`config.mk`:
```
export PLATFORM = sky130hd
export DESIGN_NAME = fes_host_seq
export DESIGN_NICKNAME = d
export VERILOG_FILES = /design/src/shared/fes_pkg.sv /design/src/shared/fes_bus_if.sv /design/src/fes_pin_engine.sv /design/src/fes_host_seq.sv
export VERILOG_INCLUDE_DIRS = /design/src /design/src/shared
export SDC_FILE = /design/constraint.sdc
export NUM_CORES = 1
export LEC_CHECK = 0
export ABC_AREA = 1
export BUFFER_PORTS_ARGS = -buffer_cell sky130_fd_sc_hd__buf_2
export CAP_MARGIN = 20
export CORE_UTILIZATION = 64
export DETAILED_ROUTE_END_ITERATION = 16
export GPL_TIMING_DRIVEN = 0
export PLACE_DENSITY_LB_ADDON = 0.2
export SETUP_SLACK_MARGIN = 0.1
export SLEW_MARGIN = 10
export SYNTH_ARGS = -nofsm -noshare
export SYNTH_HDL_FRONTEND = slang
export SYNTH_HIERARCHICAL = 1
export SYNTH_SLANG_ARGS = --single-unit
export TNS_END_PERCENT = 10
```
`constraint.sdc`:
```
create_clock -name CLK_SYS -period 6.35 [get_ports CLK_SYS]
set_clock_uncertainty 0.2 [all_clocks]
set_input_delay 0.635 -clock CLK_SYS [delete_from_list [all_inputs] [get_ports CLK_SYS]]
set_output_delay 0.635 -clock CLK_SYS [all_outputs]
set_load 0.005 [all_outputs]
```
`src/shared/fes_consts.svh`:
```
// Constants for the flash erase/suspend host sequencer
// Behaviour
// - Chip erase needs six cycles AA,55,80,AA,55,10
// - Word addresses 555/2AA; byte mode AAA/555
// - Host polls data-poll bit for completion
// - Reset aborts erase; host reissues sequence
// - Erase suspend B0 only in sector erase
// - Erase resume is 30 at sector address
// - Program resume is 30, any address
`ifndef FES_CONSTS_SVH
`define FES_CONSTS_SVH
`define FES_D_UNLOCK1    16'h00aa
`define FES_D_UNLOCK2    16'h0055
`define FES_D_SETUP      16'h0080
`define FES_D_CHIP       16'h0010
`define FES_D_SUSPEND    16'h00b0
`define FES_D_RESUME     16'h0030
`define FES_D_ERASED     16'hffff
`define FES_W_ADDR_A     12'h555
`define FES_W_ADDR_B     12'h2aa
`define FES_B_ADDR_A     12'haaa
`define FES_B_ADDR_B     12'h555
`define FES_POLL_BIT     7
`define FES_ERS_SUSP_NS  20000
`define FES_PGM_SUSP_NS  15000
`define FES_CLK_NS       10
`define FES_STROBE_CYC   4
`define FES_WAIT_CYC     2
`endif

```
`src/shared/fes_pkg.sv`:
```
// Types for the flash erase/suspend host sequencer
package fes_pkg;
	// Host command codes
	typedef enum logic [2:0] {
		FES_CMD_CHIP_ERASE,
		FES_CMD_ERS_SUSPEND,
		FES_CMD_ERS_RESUME,
		FES_CMD_PGM_SUSPEND,
		FES_CMD_PGM_RESUME,
		FES_CMD_POLL
	} fes_cmd_e;
	// One bus cycle request to the pin engine
	typedef struct packed {
		logic        rd;
		logic [11:0] addr;
		logic [15:0] data;
	} fes_cyc_s;
endpackage : fes_pkg

```
`src/shared/fes_bus_if.sv`:
```
// Handshake between sequencer and pin cycle engine
`timescale 1ns/1ps
`default_nettype none
interface fes_bus_if;
	fes_pkg::fes_cyc_s cyc;     // Requested cycle
	logic              req;     // Cycle request pulse
	logic              done;    // Cycle finished pulse
	logic [15:0]       rdata;   // Data of a read cycle
	modport seq (output cyc, output req, input done, input rdata);
	modport eng (input cyc, input req, output done, output rdata);
endinterface : fes_bus_if
`default_nettype wire

```
`src/fes_pin_engine.sv`:
```
// Pin-level write and read cycle engine for the flash bus
`timescale 1ns/1ps
`default_nettype none
`include "fes_consts.svh"
module fes_pin_engine (
	input  wire logic   clk,
	input  wire logic   rst,
	fes_bus_if.eng      bus,
	input  wire logic   dq_sync,
	input  wire logic [15:0] dq_in,
	output logic        ce_n_r,
	output logic        we_n_r,
	output logic        oe_n_r,
	output logic        dq_oe_r,
	output logic [11:0] addr_r,
	output logic [15:0] dq_out_r
);
	typedef enum logic [1:0] {FES_E_IDLE, FES_E_LOW, FES_E_HIGH} fes_eng_e;
	fes_eng_e    st_r, st_nxt;          // Engine state
	logic [3:0]  cnt_r, cnt_nxt;        // Phase counter
	logic        rd_r, rd_nxt;          // Cycle is a read
	logic        ce_nxt, we_nxt, oe_nxt, doe_nxt;
	logic [11:0] a_nxt;
	logic [15:0] d_nxt, rdat_r, rdat_nxt;
	logic        done_r, done_nxt;
	assign bus.done  = done_r;
	assign bus.rdata = rdat_r;
	// Next-state: strobe low phase, then high recovery phase
	always_comb begin
		st_nxt = st_r; cnt_nxt = cnt_r; rd_nxt = rd_r;
		ce_nxt = ce_n_r; we_nxt = we_n_r; oe_nxt = oe_n_r;
		doe_nxt = dq_oe_r; a_nxt = addr_r; d_nxt = dq_out_r;
		rdat_nxt = rdat_r; done_nxt = 1'b0;
		case (st_r)
			FES_E_IDLE: if (bus.req) begin
				st_nxt = FES_E_LOW; cnt_nxt = 4'h0; rd_nxt = bus.cyc.rd;
				a_nxt = bus.cyc.addr; d_nxt = bus.cyc.data;
				ce_nxt = 1'b0; doe_nxt = !bus.cyc.rd;
				we_nxt = bus.cyc.rd; oe_nxt = !bus.cyc.rd;
			end
			FES_E_LOW: begin
				cnt_nxt = cnt_r + 4'h1;
				if (cnt_r == 4'(`FES_STROBE_CYC - 1)) begin
					// Device latches on this rising strobe edge
					we_nxt = 1'b1; oe_nxt = 1'b1;
					st_nxt = FES_E_HIGH; cnt_nxt = 4'h0;
				end
			end
			default: begin
				// Data held one phase past the rising edge for hold time
				cnt_nxt = cnt_r + 4'h1;
				// Sampler lags the pins by four edges, so take read data
				// one cycle after the strobe rises, not at the rise itself
				if (rd_r && cnt_r == 4'h0) rdat_nxt = dq_in;
				if (cnt_r == 4'(`FES_STROBE_CYC - 1)) begin
					ce_nxt = 1'b1; doe_nxt = 1'b0;
					st_nxt = FES_E_IDLE; done_nxt = 1'b1;
				end
			end
		endcase
	end
	// Register stage
	always_ff @(posedge clk) begin
		if (rst) begin
			st_r <= FES_E_IDLE; cnt_r <= 4'h0; rd_r <= 1'b0;
			ce_n_r <= 1'b1; we_n_r <= 1'b1; oe_n_r <= 1'b1;
			dq_oe_r <= 1'b0; addr_r <= 12'h000; dq_out_r <= 16'h0000;
			rdat_r <= 16'h0000; done_r <= 1'b0;
		end else begin
			st_r <= st_nxt; cnt_r <= cnt_nxt; rd_r <= rd_nxt;
			ce_n_r <= ce_nxt; we_n_r <= we_nxt; oe_n_r <= oe_nxt;
			dq_oe_r <= doe_nxt; addr_r <= a_nxt; dq_out_r <= d_nxt;
			rdat_r <= rdat_nxt; done_r <= done_nxt;
		end
	end
	// Strobes never both low
	strobe_excl_a: assert property (@(posedge clk) disable iff (rst)
		!(!we_n_r && !oe_n_r)) else $error("write and read strobes overlap");
	// Address stable while write strobe low
	addr_hold_a: assert property (@(posedge clk) disable iff (rst)
		(!we_n_r && $past(!we_n_r)) |-> $stable(addr_r))
		else $error("address moved during write strobe");
	// Write strobe low exactly the set phase
	we_width_a: assert property (@(posedge clk) disable iff (rst)
		$fell(we_n_r) |-> !we_n_r [*4] ##1 we_n_r)
		else $error("write strobe width wrong");
	wr_cycle_c: cover property (@(posedge clk) disable iff (rst) $rose(we_n_r));
	// Finished pulse lasts one cycle only
	done_pulse_a: assert property (@(posedge clk) disable iff (rst)
		done_r |=> !done_r) else $error("cycle done pulse too long");
	rd_settle_c: cover property (@(posedge clk) disable iff (rst)
		rd_r && st_r == FES_E_HIGH && dq_sync);
endmodule : fes_pin_engine
`default_nettype wire

```
`src/fes_host_seq.sv`:
```
// Host sequencer: chip erase, erase and program suspend/resume
`timescale 1ns/1ps
`default_nettype none
`include "fes_consts.svh"
module fes_host_seq #(
	parameter int CLK_NS = `FES_CLK_NS
) (
	input  wire logic        CLK_SYS,
	input  wire logic        RST,
	input  wire logic        CMD_VALID,
	input  wire logic [2:0]  CMD_CODE,
	input  wire logic [11:0] CMD_SECTOR,
	input  wire logic        BYTE_MODE,
	input  wire logic        ERASE_IS_SECTOR,
	input  wire logic        PGM_ACTIVE,
	input  wire logic [15:0] FL_DQ_I,
	output logic [15:0]      FL_DQ_O,
	output logic             FL_DQ_OE,
	output logic [11:0]      FL_ADDR,
	output logic             FL_CE_N,
	output logic             FL_WE_N,
	output logic             FL_OE_N,
	output logic             CMD_READY,
	output logic             CMD_DONE,
	output logic             CMD_REJECT,
	output logic             ERASE_BUSY,
	output logic             ERS_SUSPENDED,
	output logic             PGM_SUSPENDED,
	output logic             TIMEOUT
);
	// Suspend deadlines in cycles, longest time so rounded down
	localparam int ERS_CYC = `FES_ERS_SUSP_NS / CLK_NS;
	localparam int PGM_CYC = `FES_PGM_SUSP_NS / CLK_NS;
	typedef enum logic [2:0] {
		FES_S_IDLE, FES_S_WRITE, FES_S_WAIT, FES_S_POLL, FES_S_CHECK
	} fes_st_e;
	fes_bus_if bus ();
	// Three-stage sampler on the data pins
	logic [15:0] dq_s1_r, dq_s2_r, dq_s3_r, dq_stable_r;
	fes_st_e     st_r, st_nxt;
	logic [2:0]  idx_r, idx_nxt;       // Cycle index in sequence
	logic [2:0]  len_r, len_nxt;       // Sequence length
	logic [2:0]  op_r, op_nxt;         // Running command
	logic [11:0] sec_r, sec_nxt;       // Sector address
	logic        byte_r, byte_nxt;     // Byte addressing
	logic [15:0] tmr_r, tmr_nxt;       // Deadline counter
	logic        req_r, req_nxt;
	logic        busy_r, busy_nxt, es_r, es_nxt, ps_r, ps_nxt;
	logic        done_r, done_nxt, rej_r, rej_nxt, to_r, to_nxt;
	fes_pkg::fes_cyc_s cyc_r, cyc_nxt;
	logic [11:0] a_nxt;
	logic [15:0] d_nxt;
	logic        dq_agree;         // Sampler stages two and three match
	assign bus.req = req_r;
	assign bus.cyc = cyc_r;
	assign dq_agree = (dq_s2_r == dq_s3_r);
	// Sampler: change accepted once stages two and three agree
	always_ff @(posedge CLK_SYS) begin
		if (RST) begin
			dq_s1_r <= 16'h0000; dq_s2_r <= 16'h0000;
			dq_s3_r <= 16'h0000; dq_stable_r <= 16'h0000;
		end else begin
			dq_s1_r <= FL_DQ_I; dq_s2_r <= dq_s1_r; dq_s3_r <= dq_s2_r;
			if (dq_s2_r == dq_s3_r) dq_stable_r <= dq_s3_r;
		end
	end
	// Cycle address/data for the current step of the sequence
	always_comb begin
		a_nxt = sec_r;
		d_nxt = `FES_D_RESUME;
		case (op_r)
			3'(fes_pkg::FES_CMD_CHIP_ERASE): begin
				// Steps 1 and 4 use the second unlock address
				if (idx_r == 3'h1 || idx_r == 3'h4)
					a_nxt = byte_r ? `FES_B_ADDR_B : `FES_W_ADDR_B;
				else
					a_nxt = byte_r ? `FES_B_ADDR_A : `FES_W_ADDR_A;
				// Six data words in fixed order
				if (idx_r == 3'h0 || idx_r == 3'h3) d_nxt = `FES_D_UNLOCK1;
				else if (idx_r == 3'h1 || idx_r == 3'h4) d_nxt = `FES_D_UNLOCK2;
				else if (idx_r == 3'h2) d_nxt = `FES_D_SETUP;
				else d_nxt = `FES_D_CHIP;
			end
			3'(fes_pkg::FES_CMD_ERS_SUSPEND): d_nxt = `FES_D_SUSPEND;
			3'(fes_pkg::FES_CMD_PGM_SUSPEND): d_nxt = `FES_D_SUSPEND;
			default: d_nxt = `FES_D_RESUME;
		endcase
	end
	// Main sequencing
	always_comb begin
		st_nxt = st_r; idx_nxt = idx_r; len_nxt = len_r; op_nxt = op_r;
		sec_nxt = sec_r; byte_nxt = byte_r; tmr_nxt = tmr_r;
		req_nxt = 1'b0; cyc_nxt = cyc_r;
		busy_nxt = busy_r; es_nxt = es_r; ps_nxt = ps_r;
		done_nxt = 1'b0; rej_nxt = 1'b0; to_nxt = 1'b0;
		// Deadline watch first, so a fresh suspend reloads it below
		if (tmr_r != 16'h0000) begin
			tmr_nxt = tmr_r - 16'h0001;
			if (tmr_r == 16'h0001) to_nxt = 1'b1;
		end
		case (st_r)
			FES_S_IDLE: if (CMD_VALID) begin
				op_nxt = CMD_CODE; sec_nxt = CMD_SECTOR; byte_nxt = BYTE_MODE;
				idx_nxt = 3'h0; len_nxt = 3'h1; st_nxt = FES_S_WRITE;
				case (CMD_CODE)
					3'(fes_pkg::FES_CMD_CHIP_ERASE): begin
						// No second chip erase while erasing or erase-suspended
						if (busy_r || es_r) begin
							rej_nxt = 1'b1; st_nxt = FES_S_IDLE;
						end else len_nxt = 3'h6;
					end
					3'(fes_pkg::FES_CMD_ERS_SUSPEND):
						// Chip erase cannot be suspended
						if (!busy_r || !ERASE_IS_SECTOR || es_r) begin
							rej_nxt = 1'b1; st_nxt = FES_S_IDLE;
						end
					3'(fes_pkg::FES_CMD_ERS_RESUME):
						// Extra resumes are pointless
						if (!es_r || ps_r) begin
							rej_nxt = 1'b1; st_nxt = FES_S_IDLE;
						end
					3'(fes_pkg::FES_CMD_PGM_SUSPEND):
						// Legal also inside an erase suspend
						if (!PGM_ACTIVE || ps_r) begin
							rej_nxt = 1'b1; st_nxt = FES_S_IDLE;
						end
					3'(fes_pkg::FES_CMD_PGM_RESUME):
						if (!ps_r) begin
							rej_nxt = 1'b1; st_nxt = FES_S_IDLE;
						end
					default: if (!busy_r) begin
						rej_nxt = 1'b1; st_nxt = FES_S_IDLE;
					end else st_nxt = FES_S_POLL;
				endcase
			end
			FES_S_WRITE: begin
				req_nxt = 1'b1;
				cyc_nxt.rd = 1'b0; cyc_nxt.addr = a_nxt; cyc_nxt.data = d_nxt;
				st_nxt = FES_S_WAIT;
			end
			FES_S_WAIT: if (bus.done) begin
				if (cyc_r.rd) st_nxt = FES_S_CHECK;
				else if (idx_r + 3'h1 < len_r) begin
					idx_nxt = idx_r + 3'h1; st_nxt = FES_S_WRITE;
				end else begin
					st_nxt = FES_S_IDLE; done_nxt = 1'b1;
					case (op_r)
						3'(fes_pkg::FES_CMD_CHIP_ERASE): busy_nxt = 1'b1;
						3'(fes_pkg::FES_CMD_ERS_SUSPEND): begin
							es_nxt = 1'b1; tmr_nxt = 16'(ERS_CYC);
						end
						3'(fes_pkg::FES_CMD_ERS_RESUME): es_nxt = 1'b0;
						3'(fes_pkg::FES_CMD_PGM_SUSPEND): begin
							ps_nxt = 1'b1; tmr_nxt = 16'(PGM_CYC);
						end
						default: ps_nxt = 1'b0;
					endcase
				end
			end
			FES_S_POLL: begin
				// Status read at the sector under erase
				req_nxt = 1'b1;
				cyc_nxt.rd = 1'b1; cyc_nxt.addr = sec_r; cyc_nxt.data = 16'h0000;
				st_nxt = FES_S_WAIT;
			end
			default: begin
				// Data-poll bit high means erase over
				if (bus.rdata[`FES_POLL_BIT]) busy_nxt = 1'b0;
				st_nxt = FES_S_IDLE; done_nxt = 1'b1;
			end
		endcase
	end
	// Register stage
	always_ff @(posedge CLK_SYS) begin
		if (RST) begin
			// Reset forgets the erase; host must reissue it
			st_r <= FES_S_IDLE; idx_r <= 3'h0; len_r <= 3'h0; op_r <= 3'h0;
			sec_r <= 12'h000; byte_r <= 1'b0; tmr_r <= 16'h0000;
			req_r <= 1'b0; cyc_r <= '0; busy_r <= 1'b0; es_r <= 1'b0;
			ps_r <= 1'b0; done_r <= 1'b0; rej_r <= 1'b0; to_r <= 1'b0;
		end else begin
			st_r <= st_nxt; idx_r <= idx_nxt; len_r <= len_nxt; op_r <= op_nxt;
			sec_r <= sec_nxt; byte_r <= byte_nxt; tmr_r <= tmr_nxt;
			req_r <= req_nxt; cyc_r <= cyc_nxt; busy_r <= busy_nxt;
			es_r <= es_nxt; ps_r <= ps_nxt; done_r <= done_nxt;
			rej_r <= rej_nxt; to_r <= to_nxt;
		end
	end
	// Status outputs, all registered
	always_ff @(posedge CLK_SYS) begin
		if (RST) begin
			CMD_READY <= 1'b0; CMD_DONE <= 1'b0; CMD_REJECT <= 1'b0;
			ERASE_BUSY <= 1'b0; ERS_SUSPENDED <= 1'b0;
			PGM_SUSPENDED <= 1'b0; TIMEOUT <= 1'b0;
		end else begin
			CMD_READY <= (st_nxt == FES_S_IDLE);
			CMD_DONE <= done_nxt; CMD_REJECT <= rej_nxt;
			ERASE_BUSY <= busy_nxt; ERS_SUSPENDED <= es_nxt;
			PGM_SUSPENDED <= ps_nxt; TIMEOUT <= to_nxt;
		end
	end
	fes_pin_engine u_eng (
		.clk      (CLK_SYS),
		.rst      (RST),
		.bus      (bus.eng),
		.dq_sync  (dq_agree),
		.dq_in    (dq_stable_r),
		.ce_n_r   (FL_CE_N),
		.we_n_r   (FL_WE_N),
		.oe_n_r   (FL_OE_N),
		.dq_oe_r  (FL_DQ_OE),
		.addr_r   (FL_ADDR),
		.dq_out_r (FL_DQ_O)
	);
	// Chip erase ends on the erase command data
	chip_last_a: assert property (@(posedge CLK_SYS) disable iff (RST)
		(st_r == FES_S_WAIT && bus.done && op_r == 3'h0 && idx_r == 3'h5)
		|-> cyc_r.data == `FES_D_CHIP) else $error("bad last erase word");
	chip_addr_a: assert property (@(posedge CLK_SYS) disable iff (RST)
		(req_r && op_r == 3'h0 && !byte_r && idx_r == 3'h1)
		|-> cyc_r.addr == `FES_W_ADDR_B) else $error("bad unlock address");
	no_cmd_busy_a: assert property (@(posedge CLK_SYS) disable iff (RST)
		(st_r == FES_S_IDLE && CMD_VALID && busy_r && CMD_CODE == 3'h0)
		|=> rej_r) else $error("command sent during erase");
	susp_chip_a: assert property (@(posedge CLK_SYS) disable iff (RST)
		(st_r == FES_S_IDLE && CMD_VALID && CMD_CODE == 3'h1 && !ERASE_IS_SECTOR)
		|=> rej_r) else $error("suspend sent in chip erase");
	resume_twice_a: assert property (@(posedge CLK_SYS) disable iff (RST)
		(st_r == FES_S_IDLE && CMD_VALID && CMD_CODE == 3'h2 && !es_r)
		|=> rej_r ##1 !es_r) else $error("resume without suspend");
	susp_data_a: assert property (@(posedge CLK_SYS) disable iff (RST)
		(req_r && !cyc_r.rd && (op_r == 3'h1 || op_r == 3'h3))
		|-> cyc_r.data == `FES_D_SUSPEND) else $error("bad suspend word");
	pgm_res_a: assert property (@(posedge CLK_SYS) disable iff (RST)
		$fell(ps_r) |-> op_r == 3'h4) else $error("program resume lost");
	poll_done_a: assert property (@(posedge CLK_SYS) disable iff (RST)
		(st_r == FES_S_CHECK && bus.rdata[`FES_POLL_BIT]) |=> !busy_r)
		else $error("erase end missed");
	chip_c: cover property (@(posedge CLK_SYS) disable iff (RST) $rose(busy_r));
	esusp_c: cover property (@(posedge CLK_SYS) disable iff (RST) $rose(es_r));
	psusp_c: cover property (@(posedge CLK_SYS) disable iff (RST) $rose(ps_r));
endmodule : fes_host_seq
`default_nettype wire

```
==> metrics.md, run 1 <==
| Metric | Value |
|---|---|
| Die Width | 100 um |
| R2R Setup Slk | 3910 ps |
| Hold WC Path Type | in -> reg |
| WL/cell | 12.4 um |
| Clock sink total | 156 |
| Clock-pin slew on the worst setup and hold paths | 60 ps |
| Initial antenna violation count | 0 |
| Grt ovf | 0 |
| GR Util All Layers | 0.274 |
| Setup crit start kind | flop |
| Final Hold Viols | 0 |
| Max H-tree Level | 4 |
| Tcrit/Tclk final | 0.385 |
| Post-detail-place hpwl | 9340 um |
| Net Sw Frac | 0.322 |
| Power Internal | 1.79 mW |
| Antenna-violating nets left | 0 |
| Postcts setup bufs | 0 |
| Fin crit period | 2440 ps |
| Maximum number of pins on one net before global-route repair | 17 |
| Drt via density | 5.11 |
| Worst skew pair latency | 530 ps |
| Via Count | 5,389 |
| RSZ-0062 raised after global routing | false |
| CP max FO | 10 |
| Num CTS Buffers | 17 |
| Row count | 35 |
| Clk buf depth | 2 |
| Status | finished clean |
| Hold Buf Count CTS | 0 |
| Core Util, Final | 0.782 |
| Fraction of layout cells with a size suffix above 1 | 0.157 |
| DRT iter0 DRCs | 259 |
| Clk pwr share | 0.346 |
| Critical path required time | 6590 ps |
| Critical path class | reg -> reg |
| Non-filler cells, final | 1,055 |
| Vias in the first global route | 5,128 |
| First-pass GRT wire length | 21,900 um |
| Remaining DRCs | 0 |
| Mapped Cells | 812 |
| Power density cells | 362 nW/um^2 |
| Leak | 3.44 nW |
| Post-Syn Area | 6190 um^2 |
| Placer Congestion | 0.897 |
| Boundary Pins | 76 |
| Final Setup Violations | 0 |
| Overall power | 2.64 mW |
| I/O Buffers | 75 |
| FILL cells | 657 |
| Critical path arrival | 2690 ps |
| Worst IR drop on VDD | 0.351 mV |
| Nets | 963 |
| Final wirelength | 13,100 um |
| Total core area | 9330 um^2 |
| N_diodes | 0 |
| TritonRoute pass-1 iters | 5 |
| Resized Gates After CTS | 0 |
| Clock Tree Root | clkbuf_8 |
| Initial Utilization | 0.664 |
| Max cap viols | 0 |
| Total negative slack | 0 ps |
| Worst-Margin Slew | 564 ps |
| Die Area | 10,100 um^2 |
| Final max-slew violation count | 0 |
| Die height | 100 um |
| Worst rel slew slack | 0.624 |
| Warnings, synthesis | 6 |
| Combinational Power Share | 0.223 |
| Critical Path Sink Type | flop |
| Psw | 850 uW |
| Area Growth Syn to Fin | 17.8% |
| Synthesized area per cell | 7.63 um^2 |
| Sequential share of power | 0.431 |
| Cells after DPL | 1,023 |
| FMAX | 409 MHz |
| CTS tree | done |
[sequential cells by signal, summed over array words and instances (netlist names), 2 cells and up]
name,count
u_eng/dq_out_r,16
u_eng/addr_r,12
len_r,2
u_eng/cnt_r,4
dq_s2_r,16
tmr_r,16
sec_r,12
st_r,3
dq_s3_r,16
op_r,3
bus.cyc,18
u_eng/st_r,2
dq_s1_r,16
idx_r,3
[layer usage]
layer | vias up | track usage | share of wire
met5 | - | 0 | 0
met2 | 200 | 0.506 | 0.51
met4 | 0 | 0.138 | 0.026
li1 | 2723 | - | -
met1 | 2426 | 0.296 | 0.40
met3 | 40 | 0.0515 | 0.062
[critical path, cell delays in order (launching register included)]
cell and delay, ps:
dfxtp_1 360, ha_1 230, ha_1 300, inv_1 50, ha_1 290, a21oi_1 230
nand2_1 140, nand3_4 160, nand2_1 210, a211oi_2 200
[per-stage QoR]
step	setup slack [ps]	instance area [um^2]	hold WS, ps
after CTS	3910	7290	102
after detailed placement	3930	6760	192
after floorplan	4190	6220	188
after global placement	4020	6760	190
after global routing	3700	7290	113
final	3910	7290	110
[placed cells by master (no fill, tap or decap), drive strengths merged]
master / n
nor2: 210
dfxtp: 156
nand2: 110
inv: 102
buf: 91
o21ai: 76
a21oi: 41
clkbuf: 38
nand3: 25
xor2: 21
ha: 13
nand4: 9
conb: 8
a31oi: 5
clkinv: 5
xnor2: 4
or2: 2
clkinvlp: 2
o21bai: 1
o211ai: 1
a21boi: 1
nor4: 1
nor3: 1
o31ai: 1
o21a: 1
a211oi: 1
[final timing paths]
kind / cells past startpoint / startpoint / to
setup / recovery: 9 / idx_r[0]$_SDFFE_PP0P_ / tmr_r[1]$_SDFF_PP0_
hold / removal: 3 / FL_DQ_I[5] / dq_s1_r[5]$_SDFF_PP0_
setup reg to reg: 9 / idx_r[0]$_SDFFE_PP0P_ / tmr_r[1]$_SDFF_PP0_
hold reg to reg: 2 / dq_s1_r[7]$_SDFF_PP0_ / dq_s2_r[7]$_SDFF_PP0_
[final cells by class]
type                       count  area (um^2)  area share
sequential                   156         3120       0.428
clock inverter                12          101      0.0139
inverter                      97          368      0.0504
tap                          129          161      0.0221
timing repair buffer          75          375      0.0515
clock buffer                  20          435      0.0597
multi-input combinational    532         2570       0.352
buffer                        34          161      0.0221
[power groups by stage]
stage | clock [mW] | sequential, mW | combinational, mW
final | 0.913 | 1.14 | 0.589
after floorplan | 0 | 1.14 | 0.452
after CTS | 0.920 | 1.14 | 0.582
after global placement | 0 | 1.15 | 0.558
after detailed placement | 0 | 1.16 | 0.574
after global routing | 0.964 | 1.15 | 0.668
No activity file was read; power rests on OpenSTA's default activity.
==> run 2, diff against run 1 <==
CORE_UTILIZATION = 59   (was 64)
clock period = 2.4 ns   (was 6.35 ns; I/O delays follow)
==> metrics.md, run 2 (synthesis gave the netlist of run 1 again) <==
| Metric | Value |
|---|---|
| Commonest non-fill, non-tap cell in the layout | nor2_1 |
| Worst skew pair latency | 530 ps |
| Pre-CTS setup slack | -0.220 ps |
| Clock-pin slew on the worst setup and hold paths | 60 ps |
| Setup crit start kind | flop |
| Remaining DRCs | 0 |
| Sequential share of power | 0.424 |
| Via Count | 5,450 |
| TritonRoute pass-1 iters | 6 |
| Clock sink total | 156 |
| Clk pwr share | 0.350 |
| Non-filler cells, final | 1,100 |
| Psw | 2.21 mW |
| Placer Congestion | 0.936 |
| Critical path required time | 2630 ps |
| Power density cells | 921 nW/um^2 |
| Die height | 104 um |
| Net Sw Frac | 0.311 |
| Critical Path Sink Type | flop |
| WL/cell | 12.3 um |
| DRT iter0 DRCs | 324 |
| CTS tree | done |
| Drt via density | 4.95 |
| Status | finished clean |
| CP max FO | 6 |
| Fin crit period | 2200 ps |
| Worst rel slew slack | 0.661 |
| Tcrit/Tclk final | 0.916 |
| Max FFs per register | 18 |
| Antenna-violating nets left | 0 |
| Combinational Power Share | 0.227 |
| N_diodes | 0 |
| Final Hold Viols | 0 |
| Fin worst setup slack | 202 ps |
| Total core area | 10,200 um^2 |
| Hold WC Path Type | in -> reg |
| Initial Utilization | 0.605 |
| Most frequent cells in the layout | nor2_1, dfxtp_1, nand2_1 |
| RSZ-0062 raised after global routing | true |
| Area Growth Syn to Fin | 24.7% |
| Max H-tree Level | 4 |
| Fraction of layout cells with a size suffix above 1 | 0.159 |
| Final Setup Violations | 0 |
| Max cap viols | 0 |
| Die Area | 10,900 um^2 |
| Final wirelength | 13,500 um |
| Row count | 37 |
| Maximum number of pins on one net before global-route repair | 17 |
| First-pass GRT wire length | 22,600 um |
| Post-detail-place hpwl | 9320 um |
| Grt ovf | 0 |
| I/O Buffers | 75 |
| Final max-slew violation count | 0 |
| FMAX | 455 MHz |
| Boundary Pins | 76 |
| Critical path arrival | 2430 ps |
| Total negative slack | 0 ps |
| Clock Tree Root | clkbuf_8 |
| Clk buf depth | 2 |
| Num CTS Buffers | 17 |
| Power Internal | 4.90 mW |
| Die Width | 104 um |
| Leak | 3.62 nW |
| Vias in the first global route | 5,311 |
| Worst-Margin Slew | 508 ps |
| Initial antenna violation count | 0 |
| Worst IR drop on VDD | 0.710 mV |
| Critical path class | reg -> reg |
| Cells after DPL | 1,030 |
| GR Util All Layers | 0.260 |
| Nets | 1,001 |
| Core Util, Final | 0.755 |
-- run 2: cell count changes in the layout (fill, tap and decap cells not counted), moves of 2 or more --
cell	change
dlygate4sd3_1	+36
buf_4	+2
clkinv_2	+2
inv_6	-2
nand2_1	-2
nand2_2	+2
o21ai_0	-2
o21ai_1	+2
-- run 2: cell type report --
cell class,count,area [um^2]
Clock inverter,12,113
Inverter,97,368
Tap cell,136,170
Buffer,34,161
Fill cell,735,2510
Timing Repair Buffer,113,751
Sequential cell,156,3120
Multi-Input combinational cell,532,2590
Clock buffer,20,445
-- run 2: critical path, cell delays in order, from the launching register on --
cell and delay [ps]:
dfxtp_2 350, ha_1 200, ha_1 280, inv_1 90, ha_4 200, a21oi_2 170, nand3_2 140, a21boi_4 230
o21ai_0 130, nand2_1 80, nor2_1 40
-- run 2: power groups by stage --
stage          sequential [mW]  combinational, mW  clock (mW)
4_1_cts                   3.01               1.59        2.52
5_1_grt                   3.04               1.85        2.64
2_1_floorplan             3.02               1.19           0
6_report                  3.01               1.61        2.49
3_3_place_gp              3.06               1.47           0
3_5_place_dp              3.06               1.53           0
-- run 2: stage by stage --
stage,cell area [um^2],power (mW),hold WS (ps)
2_1_floorplan,6220,4.22,109
3_3_place_gp,6770,4.53,190
3_5_place_dp,6770,4.59,192
4_1_cts,7700,7.12,20.3
5_1_grt,7720,7.53,94.1
6_report,7720,7.11,52.1
-- run 2: path summary, 6_finish.rpt --
check | slack, ps | startpoint | endpoint | cells past startpoint
setup / recovery | 200 | idx_r[0]$_SDFFE_PP0P_ | idx_r[2]$_SDFFE_PP0P_ | 10
hold / removal | 50 | PGM_ACTIVE | st_r[0]$_SDFF_PP0_ | 7
setup reg to reg | 200 | idx_r[0]$_SDFFE_PP0P_ | idx_r[2]$_SDFFE_PP0P_ | 10
hold reg to reg | 200 | dq_s1_r[10]$_SDFF_PP0_ | dq_s2_r[10]$_SDFF_PP0_ | 2
-- run 2: routing by layer --
metal,global-route usage,wire (um)
met5,0,0
met2,0.478,7010
met1,0.283,5590
met3,0.0608,620
met4,0.111,267
-- run 2: what timing repair did --
item | in CTS | in global routing
resized for setup | 2 | 5
endpoints found under the hold margin | 38 | 0
pin swaps | 1 | 3
setup endpoints to repair | 17 | 20
hold buffers | 36 | 0
setup buffers | 1 | 1
==> run 3, diff against run 2 <==
CORE_UTILIZATION = 64   (was 59)
clock period = 2.85 ns   (was 2.4 ns; I/O delays follow)
==> metrics.md, run 3 (synthesis gave the netlist of run 1 again) <==
| Metric | Value |
|---|---|
| Largest stage delay, worst path | 360 ps |
| Status | finished clean |
| Cell area after layout | 7630 um^2 |
| Resized Gates After CTS | 0 |
| Final wirelength | 14,800 um |
| Clock-pin slew on the worst setup and hold paths | 70 ps |
| Sequential share of power | 0.426 |
| Num CTS Buffers | 17 |
| Metal-1 WL | 5630 um |
| Hold Buf Count CTS | 34 |
| Total negative slack | 0 ps |
| Setup crit start kind | flop |
| I/O Buffers | 75 |
| Hold depth | 6 |
| Die Width | 100 um |
| Clk buf depth | 2 |
| Worst skew pair latency | 520 ps |
| RSZ-0062 raised after global routing | false |
| Worst rel slew slack | 0.631 |
| Max H-tree Level | 4 |
| FMAX | 410 MHz |
| Worst-Margin Slew | 553 ps |
| Hold WC Path Type | in -> reg |
| Area Growth Syn to Fin | 23.2% |
| Worst r2r dst | tmr_r[1]$_SDFF_PP0_ |
| R2R Setup Slk | 410 ps |
| CP max FO | 10 |
| Final Hold Viols | 0 |
| Antenna-violating nets left | 0 |
| Worst path cell trace | ha_1 -> ha_1 -> inv_1 -> ha_1 -> a21oi_1 -> nand2_1 -> nand3_4 -> nand2_1 -> a211oi_2 |
| Fin crit period | 2440 ps |
| Initial Utilization | 0.664 |
| Post-detail-place hpwl | 9340 um |
| Min-delay src | PGM_ACTIVE |
| Via Count | 5,716 |
| Drt via density | 5.25 |
| Reg2reg start | idx_r[0]$_SDFFE_PP0P_ |
| N_diodes | 0 |
| DRT iter0 DRCs | 427 |
| Die Area | 10,100 um^2 |
| Critical Path Sink Type | flop |
| TritonRoute pass-1 iters | 6 |
| Grt ovf | 0 |
| Clk pwr share | 0.345 |
| Top Layer Used | met4 |
| Power Internal | 4.02 mW |
| Max FFs per register | 18 |
| CTS tree | done |
| WL/cell | 13.6 um |
| Psw | 1.94 mW |
| Power density cells | 780 nW/um^2 |
| Total core area | 9330 um^2 |
| Most frequent cells in the layout | nor2_1, dfxtp_1, nand2_1 |
| GR Util All Layers | 0.307 |
| Net Sw Frac | 0.326 |
| Critical path required time | 3090 ps |
| Worst hold path endpoint | CMD_REJECT$_SDFF_PP0_ |
| Combinational Power Share | 0.229 |
| Final max-slew violation count | 0 |
| Clock sink total | 156 |
| Final Setup Violations | 0 |
| Leak | 3.58 nW |
| First-pass GRT wire length | 24,200 um |
| Dpl cell area | 6760 um^2 |
| Worst IR drop on VDD | 0.784 mV |
| Boundary Pins | 76 |
| Slowest-stage cell, CP | dfxtp_1 |
| Clock Tree Root | clkbuf_8 |
| Wire length on met2 | 7490 um |
| Max cap viols | 0 |
| Initial antenna violation count | 0 |
| Tcrit/Tclk final | 0.856 |
| Postcts setup bufs | 0 |
| Maximum number of pins on one net before global-route repair | 17 |
| Critical path class | reg -> reg |
| Most used cell along the critical path | ha_1 |
| Placer Congestion | 0.897 |
| Nets | 997 |
| Vias in the first global route | 5,564 |
| DR WL met3 | 914 um |
| Remaining DRCs | 0 |
| FF-to-FF path depth | 9 |
| Commonest non-fill, non-tap cell in the layout | nor2_1 |
| Fraction of layout cells with a size suffix above 1 | 0.151 |
| Row count | 35 |
| Die height | 100 um |
| Critical path arrival | 2680 ps |
## run 3: changes by cell type in the layout (fill, tap and decap cells not counted), moves of 2 or more
cell           delta
buf_4             -2
clkinv_2          -2
dlygate4sd3_1     -2
inv_6             +2
nand2_1           +2
nand2_2           -2
o21ai_0           +2
o21ai_1           -2
## run 3: layer usage
| layer | up-vias | track usage |
|---|---|---|
| met5 | - | 0 |
| met1 | 2584 | 0.325 |
| met2 | 258 | 0.560 |
| met4 | 0 | 0.197 |
| met3 | 81 | 0.0571 |
| li1 | 2793 | - |
## run 3: layout make-up
| cell class | instances | area (um^2) |
|---|---|---|
| buffer | 34 | 161 |
| fill | 570 | 1690 |
| clock buffer | 20 | 435 |
| timing repair buffer | 109 | 716 |
| multi-input combinational | 532 | 2570 |
| clock inverter | 12 | 101 |
| tap | 129 | 161 |
| sequential | 156 | 3120 |
| inverter | 97 | 368 |
## run 3: worst max-delay path by stage
| stage | startpoint | endpoint | slack [ps] | cells past startpoint |
|---|---|---|---|---|
| floorplan | idx_r[0]$_SDFFE_PP0P_ | tmr_r[1]$_SDFF_PP0_ | 690 | 9 |
| finish | idx_r[0]$_SDFFE_PP0P_ | tmr_r[1]$_SDFF_PP0_ | 410 | 9 |
| global route | idx_r[0]$_SDFFE_PP0P_ | tmr_r[1]$_SDFF_PP0_ | 200 | 9 |
| global placement | idx_r[0]$_SDFFE_PP0P_ | tmr_r[1]$_SDFF_PP0_ | 520 | 9 |
| CTS | idx_r[0]$_SDFFE_PP0P_ | tmr_r[1]$_SDFF_PP0_ | 410 | 9 |
| detailed placement | idx_r[0]$_SDFFE_PP0P_ | tmr_r[1]$_SDFF_PP0_ | 430 | 9 |
## run 3: power by group through the flow
stage	logic (mW)	registers (mW)	clock network (mW)
6_report	1.37	2.54	2.05
5_1_grt	1.54	2.56	2.15
4_1_cts	1.33	2.53	2.05
3_5_place_dp	1.28	2.58	0
3_3_place_gp	1.24	2.57	0
2_1_floorplan	1.01	2.55	0
## run 3: stage by stage
stage,power (mW),worst slack [ps],cells,hold WS [ps],util
6_report,5.96,409,1089,46.5,0.819
2_1_floorplan,3.55,694,819,154,-
3_3_place_gp,3.82,516,1023,190,0.724
3_5_place_dp,3.86,426,1023,192,0.724
5_1_grt,6.26,201,1089,113,0.819
4_1_cts,5.91,407,1089,34.5,0.819
## run 3: worst max-delay path: cells and delay by family (launching register included)
| kind | cells | cell delay (ps) |
|---|---|---|
| AOI/OAI and AO/OA | 2 | 420 |
| and+or+nand+nor | 3 | 510 |
| adders and majority gates | 3 | 820 |
| DFF | 1 | 360 |
| buffers and inverters | 1 | 50 |
